===== config.mk =====
export PLATFORM = sky130hd
export DESIGN_NAME = asm_monitor_port
export DESIGN_NICKNAME = d
export VERILOG_FILES = /design/src/asm_fifo.sv /design/src/asm_uart_tx.sv /design/src/asm_monitor_port.sv
export SDC_FILE = /design/constraint.sdc
export NUM_CORES = 1
export LEC_CHECK = 0
export ABC_AREA = 1
export BUFFER_PORTS_ARGS = -buffer_cell sky130_fd_sc_hd__buf_4
export CAP_MARGIN = 20
export CORE_AREA = 3 3 154 156
export DETAILED_ROUTE_END_ITERATION = 10
export DIE_AREA = 0 0 157 159
export PLACE_DENSITY = 0.53
export SLEW_MARGIN = 20
export SYNTH_ARGS = -nofsm -noshare
export SYNTH_HDL_FRONTEND = slang
export SYNTH_SLANG_ARGS = --single-unit

===== constraint.sdc =====
create_clock -name mclk -period 2.2 [get_ports mclk]
set_input_delay 0.33 -clock mclk [delete_from_list [all_inputs] [get_ports mclk]]
set_output_delay 0.33 -clock mclk [all_outputs]
set_load 0.1 [all_outputs]

===== src/asm_fifo.sv =====
// Summary of operation
// - transmit only as reply to a command, or the test byte in test mode
// - answer only when command site number matches
// - bus driver enabled from first start bit to last stop bit, held across gaps
// - one pair, talk and listen never together outside test mode
// - same transmit data on both ports
// - receive lines merged by or of space
// - no handshake lines
// - test mode sends test byte periodically
`timescale 1ns/1ps

package asm_pkg;
    localparam int CLK_HZ          = 200_000_000;
    localparam int CLK_PERIOD_NS   = 5;
    localparam int BAUD_RATE       = 9600;
    localparam int OVERSAMPLE      = 16;
    localparam int BAUD16_DIV      = CLK_HZ / (BAUD_RATE * OVERSAMPLE);
    localparam int TEST_PERIOD_MS  = 1000;
    localparam int TEST_PERIOD_CYC = (CLK_HZ / 1000) * TEST_PERIOD_MS;
    localparam int FRAME_BITS      = 10;
    localparam int FIFO_DEPTH      = 4;
    localparam logic [3:0] BIT_MID  = 4'h7;
    localparam logic [3:0] STOP_IDX = 4'h9;
    localparam logic [7:0] TEST_BYTE = 8'h55;
    localparam logic [1:0] SYNC_RST  = 2'h3;

    // one reply character and its end-of-reply mark
    typedef struct packed {
        logic       last;
        logic [7:0] data;
    } asm_reply_type;

    // a command that passed the site check
    typedef struct packed {
        logic [7:0] site;
        logic [7:0] code;
    } asm_cmd_type;

    typedef enum {
        ST_LISTEN,
        ST_SKIP,
        ST_CODE,
        ST_REPLY
    } asm_state_type;
endpackage : asm_pkg

// small synchronous fifo, count based so depth need not be a power of two
module asm_fifo #(
    parameter int WIDTH = 9,
    parameter int DEPTH = 4
) (
    // clock and reset
    input  logic             mclk,
    input  logic             rstn,
    // filling side
    input  logic             inValid,
    output logic             inReady,
    input  logic [WIDTH-1:0] inData,
    // draining side
    output logic             outValid,
    input  logic             outReady,
    output logic [WIDTH-1:0] outData
);
    localparam int PW = (DEPTH > 1) ? $clog2(DEPTH) : 1;
    localparam int CW = $clog2(DEPTH + 1);
    localparam logic [PW-1:0] LAST_PTR = PW'(DEPTH - 1);
    localparam logic [CW-1:0] FULL_CNT = CW'(DEPTH);

    generate
        if (DEPTH < 2 || WIDTH < 1) begin : g_bad_param
            $error("fifo needs depth of two or more");
        end
    endgenerate

    logic [WIDTH-1:0] mem [DEPTH];
    logic [PW-1:0]    wrPtr_q;
    logic [PW-1:0]    rdPtr_q;
    logic [CW-1:0]    count_q;
    logic             push;
    logic             pop;

    // flags straight from the count, so full and empty are exact
    assign inReady  = (count_q != FULL_CNT);
    assign outValid = (count_q != '0);
    assign outData  = mem[rdPtr_q];
    assign push     = inValid && inReady;
    assign pop      = outValid && outReady;

    // storage has no reset, only the pointers matter
    always_ff @(posedge mclk) begin
        if (push) begin
            mem[wrPtr_q] <= inData;
        end
    end

    // pointers and occupancy
    always_ff @(posedge mclk) begin
        if (!rstn) begin
            wrPtr_q <= '0;
            rdPtr_q <= '0;
            count_q <= '0;
        end else begin
            if (push) begin
                wrPtr_q <= (wrPtr_q == LAST_PTR) ? '0 : PW'(wrPtr_q + 1'b1);
            end
            if (pop) begin
                rdPtr_q <= (rdPtr_q == LAST_PTR) ? '0 : PW'(rdPtr_q + 1'b1);
            end
            if (push && !pop) begin
                count_q <= CW'(count_q + 1'b1);
            end else if (pop && !push) begin
                count_q <= CW'(count_q - 1'b1);
            end
        end
    end
endmodule : asm_fifo


===== src/asm_uart_tx.sv =====
`timescale 1ns/1ps

// one start bit, eight data bits lsb first, one stop bit
module asm_uart_tx #(
    parameter int FRAME_BITS = 10,
    parameter int OSR        = 16
) (
    // clock and reset
    input  logic       mclk,
    input  logic       rstn,
    input  logic       tick16,
    // character request
    input  logic       startValid,
    output logic       startReady,
    input  logic [7:0] startData,
    // serial line
    output logic       txd,
    output logic       done
);
    localparam logic [3:0] PH_LAST  = 4'(OSR - 1);
    localparam logic [3:0] BIT_LAST = 4'(FRAME_BITS - 1);

    generate
        if (FRAME_BITS != 10 || OSR < 2 || OSR > 16) begin : g_bad_param
            $error("transmitter serves 8N1 with oversampling up to 16");
        end
    endgenerate

    logic       busy_q;
    logic [3:0] ph_q;
    logic [3:0] bit_q;
    logic [9:0] sh_q;
    logic       done_q;

    assign startReady = !busy_q;
    assign txd        = sh_q[0];
    assign done       = done_q;

    // shifter refills with ones, so the idle line is mark
    always_ff @(posedge mclk) begin
        if (!rstn) begin
            busy_q <= 1'b0;
            ph_q   <= 4'h0;
            bit_q  <= 4'h0;
            sh_q   <= 10'h3FF;
            done_q <= 1'b0;
        end else begin
            done_q <= 1'b0;
            if (startValid && !busy_q) begin
                busy_q <= 1'b1;
                ph_q   <= 4'h0;
                bit_q  <= 4'h0;
                sh_q   <= {1'b1, startData, 1'b0};
            end else if (busy_q && tick16) begin
                ph_q <= 4'(ph_q + 4'h1);
                if (ph_q == PH_LAST) begin
                    sh_q  <= {1'b1, sh_q[9:1]};
                    bit_q <= 4'(bit_q + 4'h1);
                    if (bit_q == BIT_LAST) begin
                        busy_q <= 1'b0; // stop bit fully out
                        done_q <= 1'b1;
                    end
                end
            end
        end
    end
endmodule : asm_uart_tx


===== src/asm_monitor_port.sv =====
`timescale 1ns/1ps

module asm_monitor_port #(
    parameter int BAUD16_DIV_P  = asm_pkg::BAUD16_DIV,
    parameter int TEST_PERIOD_P = asm_pkg::TEST_PERIOD_CYC,
    parameter int FIFO_DEPTH_P  = asm_pkg::FIFO_DEPTH
) (
    // clock and reset
    input  logic                   mclk,
    input  logic                   rstn,
    // unbalanced port, data lines only
    input  logic                   rs232Rx,
    output logic                   rs232Tx,
    // balanced bus pair
    input  logic                   rs485RxIn,
    output logic                   rs485TxOut,
    output logic                   rs485TxOe,
    // configuration
    input  logic [7:0]             siteNumber,
    input  logic                   testMode,
    // accepted command
    output logic                   cmdValid,
    output asm_pkg::asm_cmd_type   cmd,
    // reply stream
    input  logic                   replyValid,
    output logic                   replyReady,
    input  asm_pkg::asm_reply_type reply,
    // status
    output logic                   replyOpen,
    output logic                   frameError,
    output logic                   loopOk
);
    import asm_pkg::*;

    localparam logic [15:0] BDIV_M1 = 16'(BAUD16_DIV_P - 1);
    localparam logic [31:0] TPER_M1 = 32'(TEST_PERIOD_P - 1);

    generate
        if (BAUD16_DIV_P < 1 || BAUD16_DIV_P > 65536 || TEST_PERIOD_P < 1)
        begin : g_bad_param
            $error("divider or test period out of range");
        end
    endgenerate

    logic [1:0]    sync232_q, sync485_q;
    logic          rxLine, tick16, rxEn;
    logic [15:0]   baudCnt_q;
    logic          rxBusy_q, rxStb_q, rxErr_q;
    logic [3:0]    rxPh_q, rxBit_q;
    logic [7:0]    rxSh_q, siteSeen_q, txData;
    asm_state_type state_q;
    logic          cmdValid_q, lastIn_q, acceptOpen;
    asm_cmd_type   cmd_q;
    logic          fifoInValid, fifoInReady, fifoOutValid, fifoOutReady;
    asm_reply_type fifoOut;
    logic [31:0]   testCnt_q;
    logic          testPend_q, testTake, fifoTake, txStart, txReady;
    logic          txd, txDone, curLast_q, txSession_q, loopOk_q;

    // two flops per pin before anything looks at the level
    always_ff @(posedge mclk) begin
        if (!rstn) begin
            sync232_q <= SYNC_RST;
            sync485_q <= SYNC_RST;
        end else begin
            sync232_q <= {sync232_q[0], rs232Rx};
            sync485_q <= {sync485_q[0], rs485RxIn};
        end
    end

    // space on either port is space on the merged line;
    // an unused port must idle at mark or it masks the other
    assign rxLine = ~(~sync232_q[1] | ~sync485_q[1]);

    // sixteen ticks per bit time
    always_ff @(posedge mclk) begin
        if (!rstn) begin
            baudCnt_q <= 16'h0000;
        end else if (baudCnt_q == BDIV_M1) begin
            baudCnt_q <= 16'h0000;
        end else begin
            baudCnt_q <= 16'(baudCnt_q + 16'h0001);
        end
    end
    assign tick16 = (baudCnt_q == BDIV_M1);

    // receiver deaf during own reply; loopback test keeps it open
    assign rxEn = testMode || (state_q != ST_REPLY && !txSession_q);

    // oversampling receiver, one sample at mid bit
    always_ff @(posedge mclk) begin
        if (!rstn) begin
            rxBusy_q <= 1'b0;
            rxPh_q   <= 4'h0;
            rxBit_q  <= 4'h0;
            rxSh_q   <= 8'h00;
            rxStb_q  <= 1'b0;
            rxErr_q  <= 1'b0;
        end else begin
            rxStb_q <= 1'b0;
            rxErr_q <= 1'b0;
            if (!rxEn) begin
                rxBusy_q <= 1'b0;
            end else if (tick16) begin
                if (!rxBusy_q) begin
                    if (!rxLine) begin
                        rxBusy_q <= 1'b1;
                        rxPh_q   <= 4'h0;
                        rxBit_q  <= 4'h0;
                    end
                end else begin
                    rxPh_q <= 4'(rxPh_q + 4'h1);
                    if (rxPh_q == BIT_MID) begin
                        rxBit_q <= 4'(rxBit_q + 4'h1);
                        if (rxBit_q == 4'h0) begin
                            // short glitch, not a start bit
                            if (rxLine) begin
                                rxBusy_q <= 1'b0;
                            end
                        end else if (rxBit_q == STOP_IDX) begin
                            rxBusy_q <= 1'b0;
                            rxStb_q  <= rxLine;
                            rxErr_q  <= !rxLine;
                        end else begin
                            rxSh_q <= {rxLine, rxSh_q[7:1]};
                        end
                    end
                end
            end
        end
    end

    // command parser: site byte, then request code
    always_ff @(posedge mclk) begin
        if (!rstn) begin
            state_q <= ST_LISTEN;
        end else if (testMode) begin
            state_q <= ST_LISTEN;
        end else begin
            unique case (state_q)
                ST_LISTEN: begin
                    if (rxStb_q) begin
                        state_q <= (rxSh_q == siteNumber) ? ST_CODE
                                                          : ST_SKIP;
                    end
                end
                ST_SKIP: begin
                    if (rxStb_q || rxErr_q) begin
                        state_q <= ST_LISTEN;
                    end
                end
                ST_CODE: begin
                    if (rxErr_q) begin
                        state_q <= ST_LISTEN;
                    end else if (rxStb_q) begin
                        state_q <= ST_REPLY;
                    end
                end
                ST_REPLY: begin
                    if (txDone && curLast_q) begin
                        state_q <= ST_LISTEN;
                    end
                end
            endcase
        end
    end

    // hand the matched command to the user side
    always_ff @(posedge mclk) begin
        if (!rstn) begin
            siteSeen_q <= 8'h00;
            cmdValid_q <= 1'b0;
            cmd_q      <= '0;
        end else begin
            cmdValid_q <= 1'b0;
            if (!testMode && rxStb_q && state_q == ST_LISTEN) begin
                siteSeen_q <= rxSh_q;
            end
            if (!testMode && rxStb_q && state_q == ST_CODE) begin
                cmdValid_q <= 1'b1;
                cmd_q      <= '{site: siteSeen_q, code: rxSh_q};
            end
        end
    end

    // reply window closes once the last character is queued
    always_ff @(posedge mclk) begin
        if (!rstn) begin
            lastIn_q <= 1'b0;
        end else if (state_q != ST_REPLY) begin
            lastIn_q <= 1'b0;
        end else if (fifoInValid && fifoInReady && reply.last) begin
            lastIn_q <= 1'b1;
        end
    end

    // nothing enters the queue outside an open reply
    assign acceptOpen  = (state_q == ST_REPLY) && !lastIn_q;
    assign fifoInValid = replyValid && acceptOpen;
    assign replyReady  = fifoInReady && acceptOpen;

    asm_fifo #(
        .WIDTH ($bits(asm_reply_type)),
        .DEPTH (FIFO_DEPTH_P)
    ) u_fifo (
        .mclk     (mclk),
        .rstn     (rstn),
        .inValid  (fifoInValid),
        .inReady  (fifoInReady),
        .inData   (reply),
        .outValid (fifoOutValid),
        .outReady (fifoOutReady),
        .outData  (fifoOut)
    );

    // periodic test character; a new period wins over a take
    always_ff @(posedge mclk) begin
        if (!rstn) begin
            testCnt_q  <= 32'h0000_0000;
            testPend_q <= 1'b0;
        end else if (!testMode) begin
            testCnt_q  <= 32'h0000_0000;
            testPend_q <= 1'b0;
        end else if (testCnt_q == TPER_M1) begin
            testCnt_q  <= 32'h0000_0000;
            testPend_q <= 1'b1;
        end else begin
            testCnt_q <= 32'(testCnt_q + 32'h0000_0001);
            if (testTake) begin
                testPend_q <= 1'b0;
            end
        end
    end

    // transmit source: test byte in test mode, else the reply queue
    assign testTake     = testMode && testPend_q && txReady
                          && !txSession_q;
    assign fifoOutReady = txReady && !testMode
                          && (state_q == ST_REPLY);
    assign fifoTake     = fifoOutValid && fifoOutReady;
    assign txStart      = testTake || fifoTake;
    assign txData       = testTake ? TEST_BYTE : fifoOut.data;

    asm_uart_tx #(
        .FRAME_BITS (FRAME_BITS),
        .OSR        (OVERSAMPLE)
    ) u_tx (
        .mclk       (mclk),
        .rstn       (rstn),
        .tick16     (tick16),
        .startValid (txStart),
        .startReady (txReady),
        .startData  (txData),
        .txd        (txd),
        .done       (txDone)
    );

    // driver on from first start bit until last stop bit is out;
    // held across gaps so the bus is not released mid reply
    always_ff @(posedge mclk) begin
        if (!rstn) begin
            curLast_q   <= 1'b0;
            txSession_q <= 1'b0;
        end else begin
            if (txStart) begin
                curLast_q   <= testTake ? 1'b1 : fifoOut.last;
                txSession_q <= 1'b1;
            end else if (txDone && curLast_q) begin
                txSession_q <= 1'b0;
            end
        end
    end

    // loopback check in test mode
    always_ff @(posedge mclk) begin
        if (!rstn) begin
            loopOk_q <= 1'b0;
        end else begin
            loopOk_q <= testMode && rxStb_q && (rxSh_q == TEST_BYTE);
        end
    end

    // one shifter feeds both ports, no selection
    assign rs232Tx    = txd;
    assign rs485TxOut = txd;
    assign rs485TxOe  = txSession_q;
    assign cmdValid   = cmdValid_q;
    assign cmd        = cmd_q;
    assign replyOpen  = acceptOpen;
    assign frameError = rxErr_q;
    assign loopOk     = loopOk_q;
endmodule : asm_monitor_port


## After elaboration in Yosys (flattened, before gate mapping)

Memory sizes are Yosys's and may differ from the RTL's. A register that Yosys moved wholly into a read port is not among the register bits.
Index checks and enable logic that the tools add are counted.

- Register bits: 159
- Bits in writable memories: 36
- Input bits: 23
- Word-level logic and storage cells: 172
- Memories kept: 1

Memory list:

| memory | depth | width | rd ports | clocked after Yosys merged registers in | wr ports | RTL line | text |
|---|---|---|---|---|---|---|---|
| u_fifo.mem | 4 | 9 | 1 | 1 | 1 | asm_fifo.sv:75 | `logic [WIDTH-1:0] mem [DEPTH];` |

- Add/subtract/negate cells: 10
- Equality and inequality tests: 22
- Mux-type cells: 39
- Bitwise gates (word level): 14
- Reduce and logical (&&, ||, !) cells: 58

Operators by type and width:

| kind | count |
|---|---|
| $mux 32 | 5 |
| $pmux 32 s4 | 1 |
| $eq 32x2->1 const B | 2 |
| $eq 32x3->1 const B | 2 |
| $logic_not 32->1 | 2 |
| $add 32x1->32 const B | 1 |
| $eq 32x1->1 const B | 1 |
| $eq 32x28->1 const B | 1 |
| $ne 32x3->1 const B | 1 |
| $mux 9 | 3 |
| $logic_and 1x1->1 | 22 |
| $mux 1 | 18 |
| $add 16x1->16 const B | 1 |
| $add 4x1->4 const B | 4 |
| $eq 16x11->1 const B | 1 |
| $mux 4 | 4 |
| $reduce_bool 2->1 | 7 |
| $not 1->1 | 13 |
| $eq 4x4->1 const B | 3 |
| $mux 2 | 5 |
| $eq 8x7->1 const B | 1 |
| $eq 8x8->1 | 1 |
| $mux 8 | 1 |
| $reduce_and 2->1 | 4 |
| other kinds (21) | 39 |

## Logic depth before layout (Yosys ltp)

- Word-level depth: 8
- Mapped depth: 13

## Hierarchy

A second synthesis with hierarchy kept.

- Cell total of the unflattened synthesis: 1,002
- Area total of the unflattened synthesis: 7,805.0 um2

Modules (own cells, without submodules):

| module | instances | cells each | area each (um2) | sequential area each (um2) |
|---|---|---|---|---|
| asm_monitor_port | 1 | 718 | 5,053.6 | 2,062.0 |
| asm_fifo | 1 | 156 | 1,860.5 | 1,261.2 |
| asm_uart_tx | 1 | 128 | 890.9 | 380.4 |

## Least setup slack after synthesis

No wires, ideal clock.

- Kind: reg2reg
- From: register state_q[0]
- To: register u_fifo.count_q[2]
- Arrival time: 3.635 ns
- Data required time: 2.078 ns
- Slack: -1.557 ns
- Cell stages (with the launch flop): 14
- Buffers on the path: 0
- Path through: dfxtp_1 nand2_2 nor2_1 nand2_1 inv_2 nand2_2 inv_2 ha_1 inv_1 fa_1 a21oi_1 o21ai_0 o21ai_0 a21oi_1

- Longest elaborated chain between the ends: 7
- Elaborated cells on any way between the ends: 12
- Those cells by class: eq/ne (1); mux (1); reduce/logical (10)

Ends and longest elaborated chain:

| element | RTL line | text |
|---|---|---|
| start, declared | asm_monitor_port.sv:51 | `asm_state_type state_q;` |
| start signal, assigned | asm_monitor_port.sv:143 | `state_q <= (rxSh_q == siteNumber) ? ST_CODE` |
| $eq 32x3->1 * | asm_monitor_port.sv:198 | `assign acceptOpen = (state_q == ST_REPLY) && !lastIn_q;` |
| $logic_and 1x1->1 * | asm_monitor_port.sv:198 |  |
| net replyOpen | asm_monitor_port.sv:29 | `output logic replyOpen,` |
| $logic_and 1x1->1 * | asm_monitor_port.sv:199 | `assign fifoInValid = replyValid && acceptOpen;` |
| $logic_and 1x1->1 * | asm_fifo.sv:86 | `assign push = inValid && inReady;` |
| net u_fifo.push | asm_fifo.sv:79 | `logic push;` |
| $logic_not 1->1 | asm_fifo.sv:111 | `end else if (pop && !push) begin` |
| $logic_and 1x1->1 | asm_fifo.sv:111 |  |
| $reduce_bool 2->1 (no source line) | -- |  |
| end signal, assigned | asm_fifo.sv:110 | `count_q <= CW'(count_q + 1'b1);` |
| end signal, assigned | asm_fifo.sv:112 | `count_q <= CW'(count_q - 1'b1);` |
| end, declared | asm_fifo.sv:78 | `logic [CW-1:0] count_q;` |

The timed path passes the listed nets; every way through them passes the cells marked *.
A chain may end at the register's enable or synchronous reset.

## Worst setup path after layout

- From: register state_q[1]
- To: register u_fifo.count_q[2]

- Longest elaborated chain between the ends: 7
- Elaborated cells on any way between the ends: 12
- Those cells by class: eq/ne (1); mux (1); reduce/logical (10)

Ends and longest elaborated chain:

| element | RTL line |
|---|---|
| $eq 32x3->1 * | asm_monitor_port.sv:198 |
| $logic_and 1x1->1 * | asm_monitor_port.sv:198 |
| $logic_and 1x1->1 * | asm_monitor_port.sv:199 |
| $logic_and 1x1->1 * | asm_fifo.sv:86 |
| net u_fifo.push | asm_fifo.sv:79 |
| $logic_not 1->1 | asm_fifo.sv:111 |
| $logic_and 1x1->1 | asm_fifo.sv:111 |
| $reduce_bool 2->1 (no source line) | -- |

Marks and branches as above.

==> summary.txt <==
Placement
  – Post-detailed-placement half-perimeter wirelength: 13.1 mm
  – Gpl congestion: 0.882
  – I/O Buffers: between 40 and 50
  – Placed cells: 1322

Timing
  – Worst Skew: between 0.01 and 0.015 ns
  – Final Max Tran Viols: 0
  – Fmax: roughly 0.53 GHz
  – RSZ-0062 raised after global routing: false
  – Crit path time final: ~1.9 ns
  – Worst-Margin Slew: between 0.5 and 0.6 ns
  – Setup TNS: 0 ns
  – Worst slew margin: 64.0%
  – # setup viols final: 0
  – Tcrit/Tclk final: 85.9%
  – Fin Hold WS: around 0.095 ns
  – Hold Vio Cnt, Final: 0

GRT
  – Vias in the first global route: roughly 6000
  – Antenna violations before repair: 0
  – All-layer global routing usage: 14.9%
  – Congestion Overflow GR: 0
  – Largest net degree at the start of global routing: 24
  – Global-route wire length before repair: around 30 mm

Critical path
  – CP max stage delay: approximately 0.38 ns
  – CP top delay family: adder cells
  – CP Max Fanout: 9
  – WP data required: 2.52 ns
  – CP bufs+invs: 3
  – Setup CP Type: register to register
  – Critical-path top delay cell: dfxtp_2
  – CP Cell Sequence: nand2_4, nor2_4, nand2_4, inv_12, nand2_8, inv_4, ha_4, inv_2, fa_2, a21oi_1, o21ai_1, o21ai_1, a21oi_1
  – CP startpoint kind: register
  – Critical Path AT: 2.21 ns
  – Worst setup EP type: register

Floorplan
  – Core Region: roughly 23000 um2
  – Initial Util: 34.6%
  – Die Wd: 157 um
  – Number of core rows: 55
  – DIE AREA: approximately 25000 um2
  – Ports: 47
  – Die height: about 160 um

Job
  – Number of max-cap violations: 0

Synthesis
  – Synth Net Count: between 1000 and 1500
  – Post-Syn Instances: approximately 1000
  – Largest family of logic cells by synthesized area: simple AND/OR/NAND/NOR gates
  – Part of the Yosys area used for sequential elements: 47.6%
  – Count of cell types in the netlist: 42
  – Number of flops mapped to enable cells by yosys: 36
  – Synth Area in XOR/XNOR: 2.93%
  – Syn_area_per_cell: 7.78 um2
  – Compound-Gate Fraction of Synth Area: under 10%
  – Post-synth top area cell: dfxtp_1
  – Primary FF master, synth: dfxtp_1
  – Commonest cells in the netlist: nand2_1, nor2_1, dfxtp_1
  – Post-Synth Simple-Gate Area: a little under a third
  – Ys Warns: 0
  – Post-Synth Adder-Cell Area: under 10%
  – Yosys top cell area share: 33.7%
  – Async SR Flop Fraction: 0%
  – Cell area after synthesis: between 7000 and 8000 um2
  – Mux contribution to synthesized area: 0%
  – Number of synthesized register bits: 167
  – Synth area leaders: dfxtp_1, edfxtp_1, nand2_1
  – Most common cell in the netlist: nand2_1

Clocking
  – # hold bufs at CTS: 0
  – CTS clock-pin slew for the worst setup and hold paths: 0.08 ns
  – Clock tree buffer depth: 2
  – H-tree Lvls: 4
  – Resized cells post-CTS: 0
  – CTS tree: yes
  – Worst skew pair latency: ~0.43 ns
  – Clk root buf: clkbuf_16
  – Postcts setup bufs: 0
  – Clk sinks: 167
  – CTS buffer count: 17

Detailed routing
  – Residual DRC count: 0
  – Total Wirelength: 18.0 mm
  – DR WL/cell: about 13 um
  – Vias per cell: approximately 4.8
  – Via Count: between 6000 and 7000
  – TritonRoute pass-1 iters: 5
  – 1st-iter DRT viols: approximately 390
  – DRT antenna net count: 0

Cells and area
  – NumNets Final: around 1100
  – Util after Layout: around 41%
  – Layout overhead on the synthesized area: 17.7%
  – Share of cells above drive strength 1: 13.0%
  – Non-Filler Instances: between 1000 and 1500
  – # diodes: 0

Power and ir drop
  – VDD IR-drop max: approximately 0.00037 V
  – Leakage: approximately 3.4 nW
  – Power per cell area: around 700 nW/um2

Hold path
  – Worst Hold Class: primary input to register

Run status
  – Status: finished, final reports clean
-- path summary, 6_finish.rpt --
check,startpoint,endpoint,slack [ns],depth (start not counted)
setup / recovery,state_q[1],u_fifo.count_q[2],0.31,13
hold / removal,reply[7],u_fifo.mem[3][7],0.09,1
setup reg to reg,state_q[1],u_fifo.count_q[2],0.31,13
hold reg to reg,sync485_q[0],sync485_q[1],0.41,1
-- state kept, by name, summed over array words and instances, names as in the netlist, 2 cells and up, named ones only --
register	cells
cmd	16
state_q	2
sync232_q	2
u_fifo.wrPtr_q	2
u_fifo.rdPtr_q	2
u_fifo.count_q	3
u_tx.bit_q	4
siteSeen_q	8
u_fifo.mem	36
u_tx.ph_q	4
rxSh_q	8
rxPh_q	4
rxBit_q	4
baudCnt_q	16
testCnt_q	32
u_tx.sh_q	9
sync485_q	2
-- metrics by stage --
step           instance area (um2)  setup WS, ns  power (mW)
3_5_place_dp                  8510         0.315        3.35
4_1_cts                       9150         0.311        6.51
5_1_grt                       9150         0.186        6.65
6_report                      9150         0.309        6.41
3_3_place_gp                  8510         0.319        3.35
2_1_floorplan                 7840        -0.187        3.28
-- logic make-up after synthesis --
| kind of cell | after synthesis |
|---|---|
| simple gates | 530 |
| flops | 167 |
| compound gates | 135 |
| buf+inv | 124 |
| xor+xnor | 26 |
| fa+ha+maj | 17 |
-- worst register-to-register path, delay by kind of cell (launching register included) --
family	cells	cell delay, ns
buffers and inverters	3	0.17
flip-flops	1	0.38
adder cells (fa/ha/maj)	2	0.44
AND/OR/NAND/NOR	4	0.41
AO/OA/AOI/OAI	4	0.39
-- cells in the final DEF (no fill, tap or decap), types with 7 or more instances in the layout --
master and instances:
or2_2 11, clkbuf_16 17, ha_1 15, nor3_1 27, o21ai_0 39, buf_4 60
xnor2_1 12, nand4_1 24, nor2_1 156, xor2_1 14, nand2_1 209, inv_1 95
o21ai_1 7, a21oi_1 78, nand3_1 69, dfxtp_1 129, edfxtp_1 36
-- routing by layer --
layer / vias to the layer above / wire length (um) / global-route usage (%)
met5: - / 0 / 0
met1: 2945 / 8900 / 20.9
met3: 13 / 570 / 3.29
met4: 0 / 155 / 3.26
met2: 100 / 8370 / 23.7
li1: 3388 / - / -
-- where the power goes --
part	internal (mW)	total [mW]	leakage, nW	switching [mW]
clock	1.66	3.13	0.307	1.47
sequential	3.13	3.14	1.38	0.00680
combinational	0.0562	0.142	1.74	0.0862
total	4.85	6.41	3.42	1.56
-- area by class of cell --
class	count	area (um2)
inverter	102	400
timing repair buffer	60	450
multi-input combinational	708	3600
fill	2304	13400
sequential	167	3710
clock inverter	15	210
clock buffer	17	425
tap	285	357
Note: power is estimated with default switching activity, not from simulation.
